<file path="src/hdl/msi_caps_map.vh">
// Register offsets, field positions and reset values for the interrupt and subsystem capability block
`ifndef MSI_CAPS_MAP_VH
`define MSI_CAPS_MAP_VH
`define OFS_CAP_CTRL      8'hd0
`define OFS_ADDR_LOW      8'hd4
`define OFS_ADDR_HIGH     8'hd8
`define OFS_PAYLOAD       8'hdc
`define OFS_SUB_HDR       8'hf0
`define OFS_SUB_IDS       8'hf4
`define OFS_UNLOCK        8'he0
`define OFS_IRQ_STATUS    8'he4
`define OFS_IRQ_MASK      8'he8
`define OFS_EVENT         8'hec
`define MSI_CAP_ID        8'h05
`define SUB_CAP_ID        8'h0d
`define LINK_RESET        8'h00
`define ENABLE_BIT        16
`define WIDE_BIT          23
`define ENABLE_RESET      1'b0
`define ADDR_RESET        30'h00000000
`define HIGH_RESET        32'h00000000
`define PAYLOAD_RESET     16'h0000
`define IDS_RESET         16'h0000
`define ALLOC_RESET       3'h0
`define UNLOCK_RESET      1'b0
`define MASK_RESET        3'h0
`define LINK_LSB          8
`define ALLOC_LSB         20
`define ST_SENT           0
`define ST_DROPPED        1
`define ST_LOCKED         2
`endif

</file>
<file path="src/hdl/msi_subsystem_caps.v">
// Interrupt message capability and subsystem identifier registers behind an AXI4-Lite slave
// Overview of operation
// - Interrupt header identifier reads 0x5
// - Interrupt link defaults zero, lockable write
// - Bit 16 enables interrupt messages
// - Requested count zero, one message only
// - Bit 23 reads one, wide capable
// - Lower address word aligned, bits 1:0 zero
// - Nonzero high address gives wide write
// - Zero high address gives narrow write
// - Downstream messages forwarded upstream, no decode
// - Payload low 16 bits, upper reads zero
// - Subsystem header identifier reads 0xD
// - Subsystem link defaults zero, lockable write
// - Subsystem vendor and subsystem identifiers lockable
//
// Our own choice: the AXI4-Lite slave port.
`timescale 1ns/10ps
`include "msi_caps_map.vh"
module msi_subsystem_caps (
   input  wire        ref_clk,
   input  wire        reset_n,
   input  wire [7:0]  s_axi_awaddr,
   input  wire        s_axi_awvalid,
   output reg         s_axi_awready,
   input  wire [31:0] s_axi_wdata,
   input  wire [3:0]  s_axi_wstrb,
   input  wire        s_axi_wvalid,
   output reg         s_axi_wready,
   output reg  [1:0]  s_axi_bresp,
   output reg         s_axi_bvalid,
   input  wire        s_axi_bready,
   input  wire [7:0]  s_axi_araddr,
   input  wire        s_axi_arvalid,
   output reg         s_axi_arready,
   output reg  [31:0] s_axi_rdata,
   output reg  [1:0]  s_axi_rresp,
   output reg         s_axi_rvalid,
   input  wire        s_axi_rready,
   input  wire        unlockIn,
   input  wire        msgEvent,
   output reg         msgValid,
   input  wire        msgReady,
   output reg  [63:0] msgAddr,
   output reg         msgWide,
   output reg  [31:0] msgData,
   output reg         msgUpstream,
   output reg         irq
);

   wire [7:0]  msiLink_r;
   wire        enable_r;
   wire [2:0]  allocCount_r;
   wire [29:0] addrLow_r;
   wire [31:0] addrHigh_r;
   wire [15:0] payload_r;
   wire [7:0]  subLink_r;
   wire [15:0] subVendor_r;
   wire [15:0] subId_r;
   wire        unlockSw_r;
   reg  [2:0]  status_r;
   wire [2:0]  mask_r;
   reg  [7:0]  wAddr_r;
   reg         awHeld_r;
   reg  [31:0] wData_r;
   reg  [3:0]  wStrb_r;
   reg         wHeld_r;
   reg  [2:0]  stSet;
   reg  [31:0] rdVal;
   reg         rdOk;
   reg         wrOk;
   wire        doWrite;
   wire        doRead;
   wire        unlocked;
   wire        swEvent;
   wire        evt;
   wire        stRead;
   wire        selCapCtrl;
   wire        selAddrLow;
   wire        selAddrHigh;
   wire        selPayload;
   wire        selSubHdr;
   wire        selSubIds;
   wire        selUnlock;
   wire        selMask;
   wire [31:0] lowMerged;
   wire [31:0] highMerged;
   wire [31:0] payloadMerged;
   wire [31:0] idsMerged;

   assign doWrite  = awHeld_r && wHeld_r && !s_axi_bvalid;
   assign doRead   = s_axi_arvalid && s_axi_arready;
   assign unlocked = unlockIn | unlockSw_r;
   assign swEvent  = doWrite && (wAddr_r == `OFS_EVENT) && wStrb_r[0] && wData_r[0];
   assign evt      = msgEvent | swEvent;
   assign stRead   = doRead && (s_axi_araddr == `OFS_IRQ_STATUS);
   assign selCapCtrl  = doWrite && (wAddr_r == `OFS_CAP_CTRL);
   assign selAddrLow  = doWrite && (wAddr_r == `OFS_ADDR_LOW);
   assign selAddrHigh = doWrite && (wAddr_r == `OFS_ADDR_HIGH);
   assign selPayload  = doWrite && (wAddr_r == `OFS_PAYLOAD);
   assign selSubHdr   = doWrite && (wAddr_r == `OFS_SUB_HDR);
   assign selSubIds   = doWrite && (wAddr_r == `OFS_SUB_IDS);
   assign selUnlock   = doWrite && (wAddr_r == `OFS_UNLOCK);
   assign selMask     = doWrite && (wAddr_r == `OFS_IRQ_MASK);

   // Byte lane merge
   function [31:0] merge;
      input [31:0] old;
      input [31:0] nw;
      input [3:0]  be;
      integer i;
      begin
         for (i = 0; i < 4; i = i + 1) begin
            merge[i*8 +: 8] = be[i] ? nw[i*8 +: 8] : old[i*8 +: 8];
         end
      end
   endfunction

   assign lowMerged     = merge({addrLow_r, 2'b00}, wData_r, wStrb_r);
   assign highMerged    = merge(addrHigh_r, wData_r, wStrb_r);
   assign payloadMerged = merge({16'h0000, payload_r}, wData_r, wStrb_r);
   assign idsMerged     = merge({subId_r, subVendor_r}, wData_r, wStrb_r);

   // Read decode
   always @* begin
      rdVal = 32'h00000000;
      rdOk  = 1'b1;
      case (s_axi_araddr)
         `OFS_CAP_CTRL:   rdVal = {8'h00, 1'b1, allocCount_r, 3'h0, enable_r, msiLink_r, `MSI_CAP_ID};
         `OFS_ADDR_LOW:   rdVal = {addrLow_r, 2'b00};
         `OFS_ADDR_HIGH:  rdVal = addrHigh_r;
         `OFS_PAYLOAD:    rdVal = {16'h0000, payload_r};
         `OFS_SUB_HDR:    rdVal = {16'h0000, subLink_r, `SUB_CAP_ID};
         `OFS_SUB_IDS:    rdVal = {subId_r, subVendor_r};
         `OFS_UNLOCK:     rdVal = {31'h00000000, unlockSw_r};
         `OFS_IRQ_STATUS: rdVal = {29'h00000000, status_r};
         `OFS_IRQ_MASK:   rdVal = {29'h00000000, mask_r};
         `OFS_EVENT:      rdVal = 32'h00000000;
         default:         rdOk  = 1'b0;
      endcase
   end

   always @* begin
      case (wAddr_r)
         `OFS_CAP_CTRL, `OFS_ADDR_LOW, `OFS_ADDR_HIGH, `OFS_PAYLOAD, `OFS_SUB_HDR, `OFS_SUB_IDS,
         `OFS_UNLOCK, `OFS_IRQ_STATUS, `OFS_IRQ_MASK, `OFS_EVENT: wrOk = 1'b1;
         default: wrOk = 1'b0;
      endcase
   end

   // Status event sources
   always @* begin
      stSet = 3'b000;
      if (evt && enable_r && !msgValid) begin
         stSet[`ST_SENT] = 1'b1;
      end
      if (evt && (!enable_r || msgValid)) begin
         stSet[`ST_DROPPED] = 1'b1;
      end
      if (doWrite && !unlocked && (wAddr_r == `OFS_SUB_IDS || wAddr_r == `OFS_SUB_HDR ||
          (wAddr_r == `OFS_CAP_CTRL && wStrb_r[1]))) begin
         stSet[`ST_LOCKED] = 1'b1;
      end
   end

   // AXI4-Lite channels
   always @(posedge ref_clk or negedge reset_n) begin
      if (!reset_n) begin
         s_axi_awready <= 1'b0;
         s_axi_wready  <= 1'b0;
         s_axi_bvalid  <= 1'b0;
         s_axi_bresp   <= 2'b00;
         s_axi_arready <= 1'b0;
         s_axi_rvalid  <= 1'b0;
         s_axi_rresp   <= 2'b00;
         s_axi_rdata   <= 32'h00000000;
         awHeld_r      <= 1'b0;
         wHeld_r       <= 1'b0;
         wAddr_r       <= 8'h00;
         wData_r       <= 32'h00000000;
         wStrb_r       <= 4'h0;
      end else begin
         s_axi_awready <= !awHeld_r && !s_axi_awready && s_axi_awvalid;
         s_axi_wready  <= !wHeld_r && !s_axi_wready && s_axi_wvalid;
         if (s_axi_awvalid && s_axi_awready) begin
            awHeld_r <= 1'b1;
            wAddr_r  <= s_axi_awaddr;
         end
         if (s_axi_wvalid && s_axi_wready) begin
            wHeld_r <= 1'b1;
            wData_r <= s_axi_wdata;
            wStrb_r <= s_axi_wstrb;
         end
         if (doWrite) begin
            s_axi_bvalid <= 1'b1;
            s_axi_bresp  <= wrOk ? 2'b00 : 2'b10;
            awHeld_r     <= 1'b0;
            wHeld_r      <= 1'b0;
         end else if (s_axi_bvalid && s_axi_bready) begin
            s_axi_bvalid <= 1'b0;
         end
         s_axi_arready <= !s_axi_arready && !s_axi_rvalid && s_axi_arvalid;
         if (doRead) begin
            s_axi_rvalid <= 1'b1;
            s_axi_rdata  <= rdVal;
            s_axi_rresp  <= rdOk ? 2'b00 : 2'b10;
         end else if (s_axi_rvalid && s_axi_rready) begin
            s_axi_rvalid <= 1'b0;
         end
      end
   end

   // Register fields
   cap_field_reg #(
      .WIDTH (8),
      .INIT  (`LINK_RESET)
   ) msiLinkReg (
      .ref_clk (ref_clk),
      .reset_n (reset_n),
      .load    (selCapCtrl && wStrb_r[1] && unlocked),
      .din     (wData_r[`LINK_LSB +: 8]),
      .q       (msiLink_r)
   );

   cap_field_reg #(
      .WIDTH (1),
      .INIT  (`ENABLE_RESET)
   ) enableReg (
      .ref_clk (ref_clk),
      .reset_n (reset_n),
      .load    (selCapCtrl && wStrb_r[2]),
      .din     (wData_r[`ENABLE_BIT]),
      .q       (enable_r)
   );

   cap_field_reg #(
      .WIDTH (3),
      .INIT  (`ALLOC_RESET)
   ) allocCountReg (
      .ref_clk (ref_clk),
      .reset_n (reset_n),
      .load    (selCapCtrl && wStrb_r[2]),
      .din     (wData_r[`ALLOC_LSB +: 3]),
      .q       (allocCount_r)
   );

   cap_field_reg #(
      .WIDTH (30),
      .INIT  (`ADDR_RESET)
   ) addrLowReg (
      .ref_clk (ref_clk),
      .reset_n (reset_n),
      .load    (selAddrLow),
      .din     (lowMerged[31:2]),
      .q       (addrLow_r)
   );

   cap_field_reg #(
      .WIDTH (32),
      .INIT  (`HIGH_RESET)
   ) addrHighReg (
      .ref_clk (ref_clk),
      .reset_n (reset_n),
      .load    (selAddrHigh),
      .din     (highMerged),
      .q       (addrHigh_r)
   );

   cap_field_reg #(
      .WIDTH (16),
      .INIT  (`PAYLOAD_RESET)
   ) payloadReg (
      .ref_clk (ref_clk),
      .reset_n (reset_n),
      .load    (selPayload),
      .din     (payloadMerged[15:0]),
      .q       (payload_r)
   );

   cap_field_reg #(
      .WIDTH (8),
      .INIT  (`LINK_RESET)
   ) subLinkReg (
      .ref_clk (ref_clk),
      .reset_n (reset_n),
      .load    (selSubHdr && wStrb_r[1] && unlocked),
      .din     (wData_r[`LINK_LSB +: 8]),
      .q       (subLink_r)
   );

   cap_field_reg #(
      .WIDTH (16),
      .INIT  (`IDS_RESET)
   ) subVendorReg (
      .ref_clk (ref_clk),
      .reset_n (reset_n),
      .load    (selSubIds && unlocked),
      .din     (idsMerged[15:0]),
      .q       (subVendor_r)
   );

   cap_field_reg #(
      .WIDTH (16),
      .INIT  (`IDS_RESET)
   ) subIdReg (
      .ref_clk (ref_clk),
      .reset_n (reset_n),
      .load    (selSubIds && unlocked),
      .din     (idsMerged[31:16]),
      .q       (subId_r)
   );

   cap_field_reg #(
      .WIDTH (1),
      .INIT  (`UNLOCK_RESET)
   ) unlockSwReg (
      .ref_clk (ref_clk),
      .reset_n (reset_n),
      .load    (selUnlock && wStrb_r[0]),
      .din     (wData_r[0]),
      .q       (unlockSw_r)
   );

   cap_field_reg #(
      .WIDTH (3),
      .INIT  (`MASK_RESET)
   ) maskReg (
      .ref_clk (ref_clk),
      .reset_n (reset_n),
      .load    (selMask && wStrb_r[0]),
      .din     (wData_r[2:0]),
      .q       (mask_r)
   );

   // Status, interrupt and message generation
   always @(posedge ref_clk or negedge reset_n) begin
      if (!reset_n) begin
         status_r    <= 3'b000;
         irq         <= 1'b0;
         msgValid    <= 1'b0;
         msgAddr     <= 64'h0000000000000000;
         msgWide     <= 1'b0;
         msgData     <= 32'h00000000;
         msgUpstream <= 1'b0;
      end else begin
         status_r <= (stRead ? 3'b000 : status_r) | stSet;
         irq      <= |(((stRead ? 3'b000 : status_r) | stSet) & mask_r);
         if (evt && enable_r && !msgValid) begin
            msgValid    <= 1'b1;
            msgWide     <= (addrHigh_r != 32'h00000000);
            msgAddr     <= {addrHigh_r, addrLow_r, 2'b00};
            msgData     <= {16'h0000, payload_r};
            msgUpstream <= 1'b1;
         end else if (msgValid && msgReady) begin
            msgValid    <= 1'b0;
            msgUpstream <= 1'b0;
         end
      end
   end

endmodule

// One register field with load enable
module cap_field_reg #(
   parameter             WIDTH = 8,
   parameter [WIDTH-1:0] INIT  = {WIDTH{1'b0}}
) (
   input  wire             ref_clk,
   input  wire             reset_n,
   input  wire             load,
   input  wire [WIDTH-1:0] din,
   output reg  [WIDTH-1:0] q
);
   always @(posedge ref_clk or negedge reset_n) begin
      if (!reset_n) begin
         q <= INIT;
      end else if (load) begin
         q <= din;
      end
   end
endmodule

</file>
<file path="config.mk">
export PLATFORM = sky130hd
export DESIGN_NAME = msi_subsystem_caps
export DESIGN_NICKNAME = d
export VERILOG_FILES = /design/src/hdl/msi_subsystem_caps.v
export VERILOG_INCLUDE_DIRS = /design/src /design/src/hdl
export SDC_FILE = /design/constraint.sdc
export NUM_CORES = 1
export LEC_CHECK = 0
export BUFFER_PORTS_ARGS = -buffer_cell sky130_fd_sc_hd__buf_2
export CAP_MARGIN = 20
export CORE_ASPECT_RATIO = 1.25
export CORE_MARGIN = 1
export CORE_UTILIZATION = 53
export DETAILED_ROUTE_END_ITERATION = 10
export PLACE_DENSITY = 0.75
export SLEW_MARGIN = 40
export SYNTH_ARGS = -nofsm -noshare
export SYNTH_HDL_FRONTEND = slang
export SYNTH_SLANG_ARGS = --single-unit
</file>
<file path="constraint.sdc">
create_clock -name ref_clk -period 6.24 [get_ports ref_clk]
set_clock_uncertainty 0.1 [all_clocks]
set_input_delay 0.624 -clock ref_clk [delete_from_list [all_inputs] [get_ports ref_clk]]
set_output_delay 0.624 -clock ref_clk [all_outputs]
set_load 0.05 [all_outputs]
</file>
==> results.md <==
Clock tree:
- The post-CTS clock slew at the launch and capture registers of the worst setup and hold paths is approximately 0.060 ns.
- Buffers inserted during clock tree synthesis total 30.
- The clock reaches the later pin of the worst-skew pair after ~0.55 ns.
- TritonCTS built the clock tree.
- The number of buffers on the longest clock path is 3.
- The maximum level of the CTS H-tree is 1.
- The clock net in this run drives a total of 303 sinks.
- In this run the clock root is driven by a sky130_fd_sc_hd__clkbuf_16.

Yosys:
- Yosys attributes the largest share of cell area to sky130_fd_sc_hd__dfrtp_1 (59%), sky130_fd_sc_hd__mux2_2 (23%), sky130_fd_sc_hd__mux2i_1 (2.6%), sky130_fd_sc_hd__buf_4 (1.4%), sky130_fd_sc_hd__a22o_1 (1.2%).
- The count of mapped cells out of synthesis is 905.
- Of all flip-flops after synthesis, the portion carrying an async set or reset was 100%.
- Of the post-synthesis cell area, the dominant cell type holds 58.5%.
- Sequential cells were found to cover between 50% and 60% of the synthesized design area.
- For this run, the number of Yosys warnings is 0.
- The post-synthesis instance area is approximately 0.013 sq mm.
- Synthesis inferred between 300 and 400 register bits.
- After synthesis, the mean cell area works out to between 10 and 15 sq um.
- The distinct cell type count after synthesis is between 60 and 70.
- The number of enable-type register cells in the synthesized netlist is 0.
- The synthesized design spends more area on one cell type than any other, namely sky130_fd_sc_hd__dfrtp_1.
- The most instantiated flip-flop cell in the synthesis netlist is sky130_fd_sc_hd__dfrtp_1.

Routing:
- After detailed routing, the number of remaining DRC violations is 0.
- The detailed-route wire length on metal 1 is around 13 mm.
- The residual antenna-violating net count after detailed routing is 0.
- Using the TritonRoute via totals, the vias-per-cell ratio works out to slightly below 6.
- The number of design-rule violations left by the first detailed-router iteration is 457.
- The via count is slightly above 8000.
- Detailed routing placed a total of 1.40 mm of wire on met3.
- The detail-routed net length per standard cell is 21.1 um.
- The first detailed-routing pass ran for 5 iterations.
- The final layout contains routed wiring with a total length of 30.2 mm.
- The met2 layer wire length in the routed design is approximately 16 mm.
- The detailed router used layers up to and including met4.

Layout:
- For this run, the post-layout net count is 1145.
- Cells fill roughly 64% of the core in the end.
- Of the cells placed in the final design, the portion with a size suffix greater than 1 is roughly 47%.
- The area overhead of the layout relative to synthesis is 17.0%.

Global routing:
- The total overflow left after global routing is 0.
- The global-route total usage across every layer is 24.6%.
- The initial antenna violation count was 1.
- The number of global-route vias before repair is approximately 8500.
- The first-pass GRT wire length is around 47 mm.
- The maximum number of pins on one net before global-route repair is approximately 160.

Hold path:
- The worst hold path belongs to the class in -> reg.

STA:
- The minimum clock period is roughly 3.0 ns.
- The relative slew slack is between 40% and 50%.
- The final total negative setup slack is 0 ns.
- The measured slew at the worst slew-check pin is 0.870 ns.
- Setup repair after global routing left no endpoint under its margin.
- Dividing the final minimum period by the clock period gives between 40% and 50%.
- Setup violations remaining at the end of the flow were counted as 0.
- The number of max-slew violations in the final report is 0.
- For this run, the top clock speed supported by timing is roughly 0.33 GHz.
- The number of endpoints with negative hold slack in the final report is 0.

Power:
- Across the VDD grid, the largest voltage drop is around 0.23 mV.
- The power density normalized to cell area is ~320 mW/mm^2.
- The leakage power of the design is 7.66 nW.
- The total chip power is a little under 0.005 W.

Job:
- Across the run, the number of max-cap violations was 0.

Placed design:
- The congestion estimate from routability-driven global placement came to ~0.87.
- The post-detailed-placement half-perimeter wirelength is between 20 and 25 mm.
- The count of input and output buffers is 182.

Worst setup path:
- STA classifies the critical path endpoint as a flop.
- STA puts the critical path data arrival time at between 3 and 4 ns.
- The kind of launch point of the worst setup path is a flop.
- Along the worst path, the maximum fanout reaches between 50 and 60.
- The required time of the critical path is ~6.6 ns.
- The kind of critical path is reg -> reg.

Floorplan:
- The total die area is about 0.025 sq mm.
- The total number of placement rows is 63.
- The starting utilization of the core area is between 50% and 60%.
- The floorplan step set the die width to between 100 and 150 um.
- The total core area is roughly 0.024 sq mm.
- The number of ports placed on the die boundary is a little over 200.
- The floorplan step set the die height to around 180 um.

Status:
- The run finished with clean final reports.
==> worst paths after layout <==
check                           cells past startpoint             to  slack [ns]    startpoint
min in group asynchronous                           2    msgAddr[29]        0.51       reset_n
worst min-delay path                                2   s_axi_rvalid        0.18  s_axi_rready
max in group asynchronous                           4    msgAddr[15]        4.33       reset_n
worst max-delay path                                6    msgAddr[10]        3.22    wAddr_r[5]
worst min register to register                      1  s_axi_arready        0.37  s_axi_rvalid
worst max register to register                      6    msgAddr[10]        3.22    wAddr_r[5]
==> layer usage <==
metal  track usage [%]  vias to the layer above
li1                  -                     3686
met1              32.0                     4290
met2              42.8                      254
met3              3.27                       44
met4              7.71                        0
met5                 0                        -
==> critical path, stage by stage, from the launching register on <==
cell and delay [ns]:
sky130_fd_sc_hd__dfrtp_1 0.52, sky130_fd_sc_hd__and4b_1 0.30, sky130_fd_sc_hd__a41oi_2 0.25, sky130_fd_sc_hd__nor2_4 0.44, sky130_fd_sc_hd__buf_16 0.21, sky130_fd_sc_hd__buf_4 0.60, sky130_fd_sc_hd__mux2_2 0.41
==> state kept, by name, summed over array words and instances, names as in the netlist, 4 cells and up <==
| signal | flops |
|---|---|
| payloadReg.q | 16 |
| subVendorReg.q | 16 |
| wAddr_r | 8 |
| subLinkReg.q | 8 |
| addrLowReg.q | 30 |
| msgData | 16 |
| subIdReg.q | 16 |
| addrHighReg.q | 32 |
| s_axi_rdata | 32 |
| wStrb_r | 4 |
| msgAddr | 62 |
| msiLinkReg.q | 8 |
| wData_r | 32 |
==> cell families after synthesis <==
family	after synthesis	share of synthesized area, %
flip-flops	303	58.5
multiplexers	299	25.7
other	1	0.0289
AO/OA/AOI/OAI	114	6.95
AND/OR/NAND/NOR	120	5.94
buffers and inverters	68	2.93
==> cells in the mapped netlist, drive strengths merged, types with 6 or more instances <==
library cell  count
a32o              9
o22ai             8
o2bb2ai          13
nor2b             9
nor4             10
dfrtp           303
nor2             27
o21bai            8
inv               6
a222oi            9
a22o             18
nand2            22
buf              43
mux2            265
mux2i            34
o21ai            16
clkbuf           19
nand3b            6
nor3              6
==> timing repair <==
action | CTS | global route
hold endpoints to repair | 66 | 0
resized for setup | 0 | 0
hold buffers | 1 | 0
buffers inserted | 0 | 0
==> final cells by class <==
type / count / area [sq um]
sequential: 303 / 7580
timing repair buffer: 189 / 1030
fill: 1799 / 8720
clock buffer: 46 / 892
antenna: 2 / 5.00
tap: 325 / 407
inverter: 6 / 22.5
clock inverter: 10 / 134
multi-input combinational: 553 / 5090
==> where the power goes <==
group          leakage [nW]  switching [W]  internal [W]  total, W
sequential             4.11       0.000288       0.00217   0.00246
combinational          3.05       0.000332      0.000265  0.000598
clock                 0.498       0.000729       0.00111   0.00183
==> metrics by stage <==
step                worst slack (ns)  hold WS [ns]  instance area [sq um]  std cells
floorplan                       4.00         0.228                  13000        924
global placement                3.13         0.342                  14100       1373
detailed placement              3.04         0.366                  14100       1373
CTS                             3.02         0.159                  15100       1430
global route                    3.08         0.164                  15200       1433
finish                          3.22         0.177                  15200       1434
==> layout by cell type, fill, tap and decap left out, types with 5 or more instances in the layout <==
master / count
sky130_fd_sc_hd__nor4_1: 9
sky130_fd_sc_hd__clkbuf_16: 31
sky130_fd_sc_hd__nor2b_1: 7
sky130_fd_sc_hd__conb_1: 20
sky130_fd_sc_hd__a222oi_1: 9
sky130_fd_sc_hd__o21ai_0: 16
sky130_fd_sc_hd__nand3b_1: 5
sky130_fd_sc_hd__nor3b_1: 5
sky130_fd_sc_hd__inv_1: 6
sky130_fd_sc_hd__clkbuf_8: 6
sky130_fd_sc_hd__a21oi_1: 5
sky130_fd_sc_hd__nand3_1: 5
sky130_fd_sc_hd__o22ai_1: 8
sky130_fd_sc_hd__mux2_2: 261
sky130_fd_sc_hd__a32o_1: 9
sky130_fd_sc_hd__buf_2: 180
sky130_fd_sc_hd__nand2_1: 21
sky130_fd_sc_hd__a22o_1: 18
sky130_fd_sc_hd__nor2_2: 9
sky130_fd_sc_hd__o21bai_1: 8
sky130_fd_sc_hd__mux2i_1: 34
sky130_fd_sc_hd__clkbuf_1: 9
sky130_fd_sc_hd__nor2_1: 15
sky130_fd_sc_hd__dfrtp_1: 303
sky130_fd_sc_hd__o2bb2ai_1: 13
Note: power is estimated with default switching activity, not from simulation.
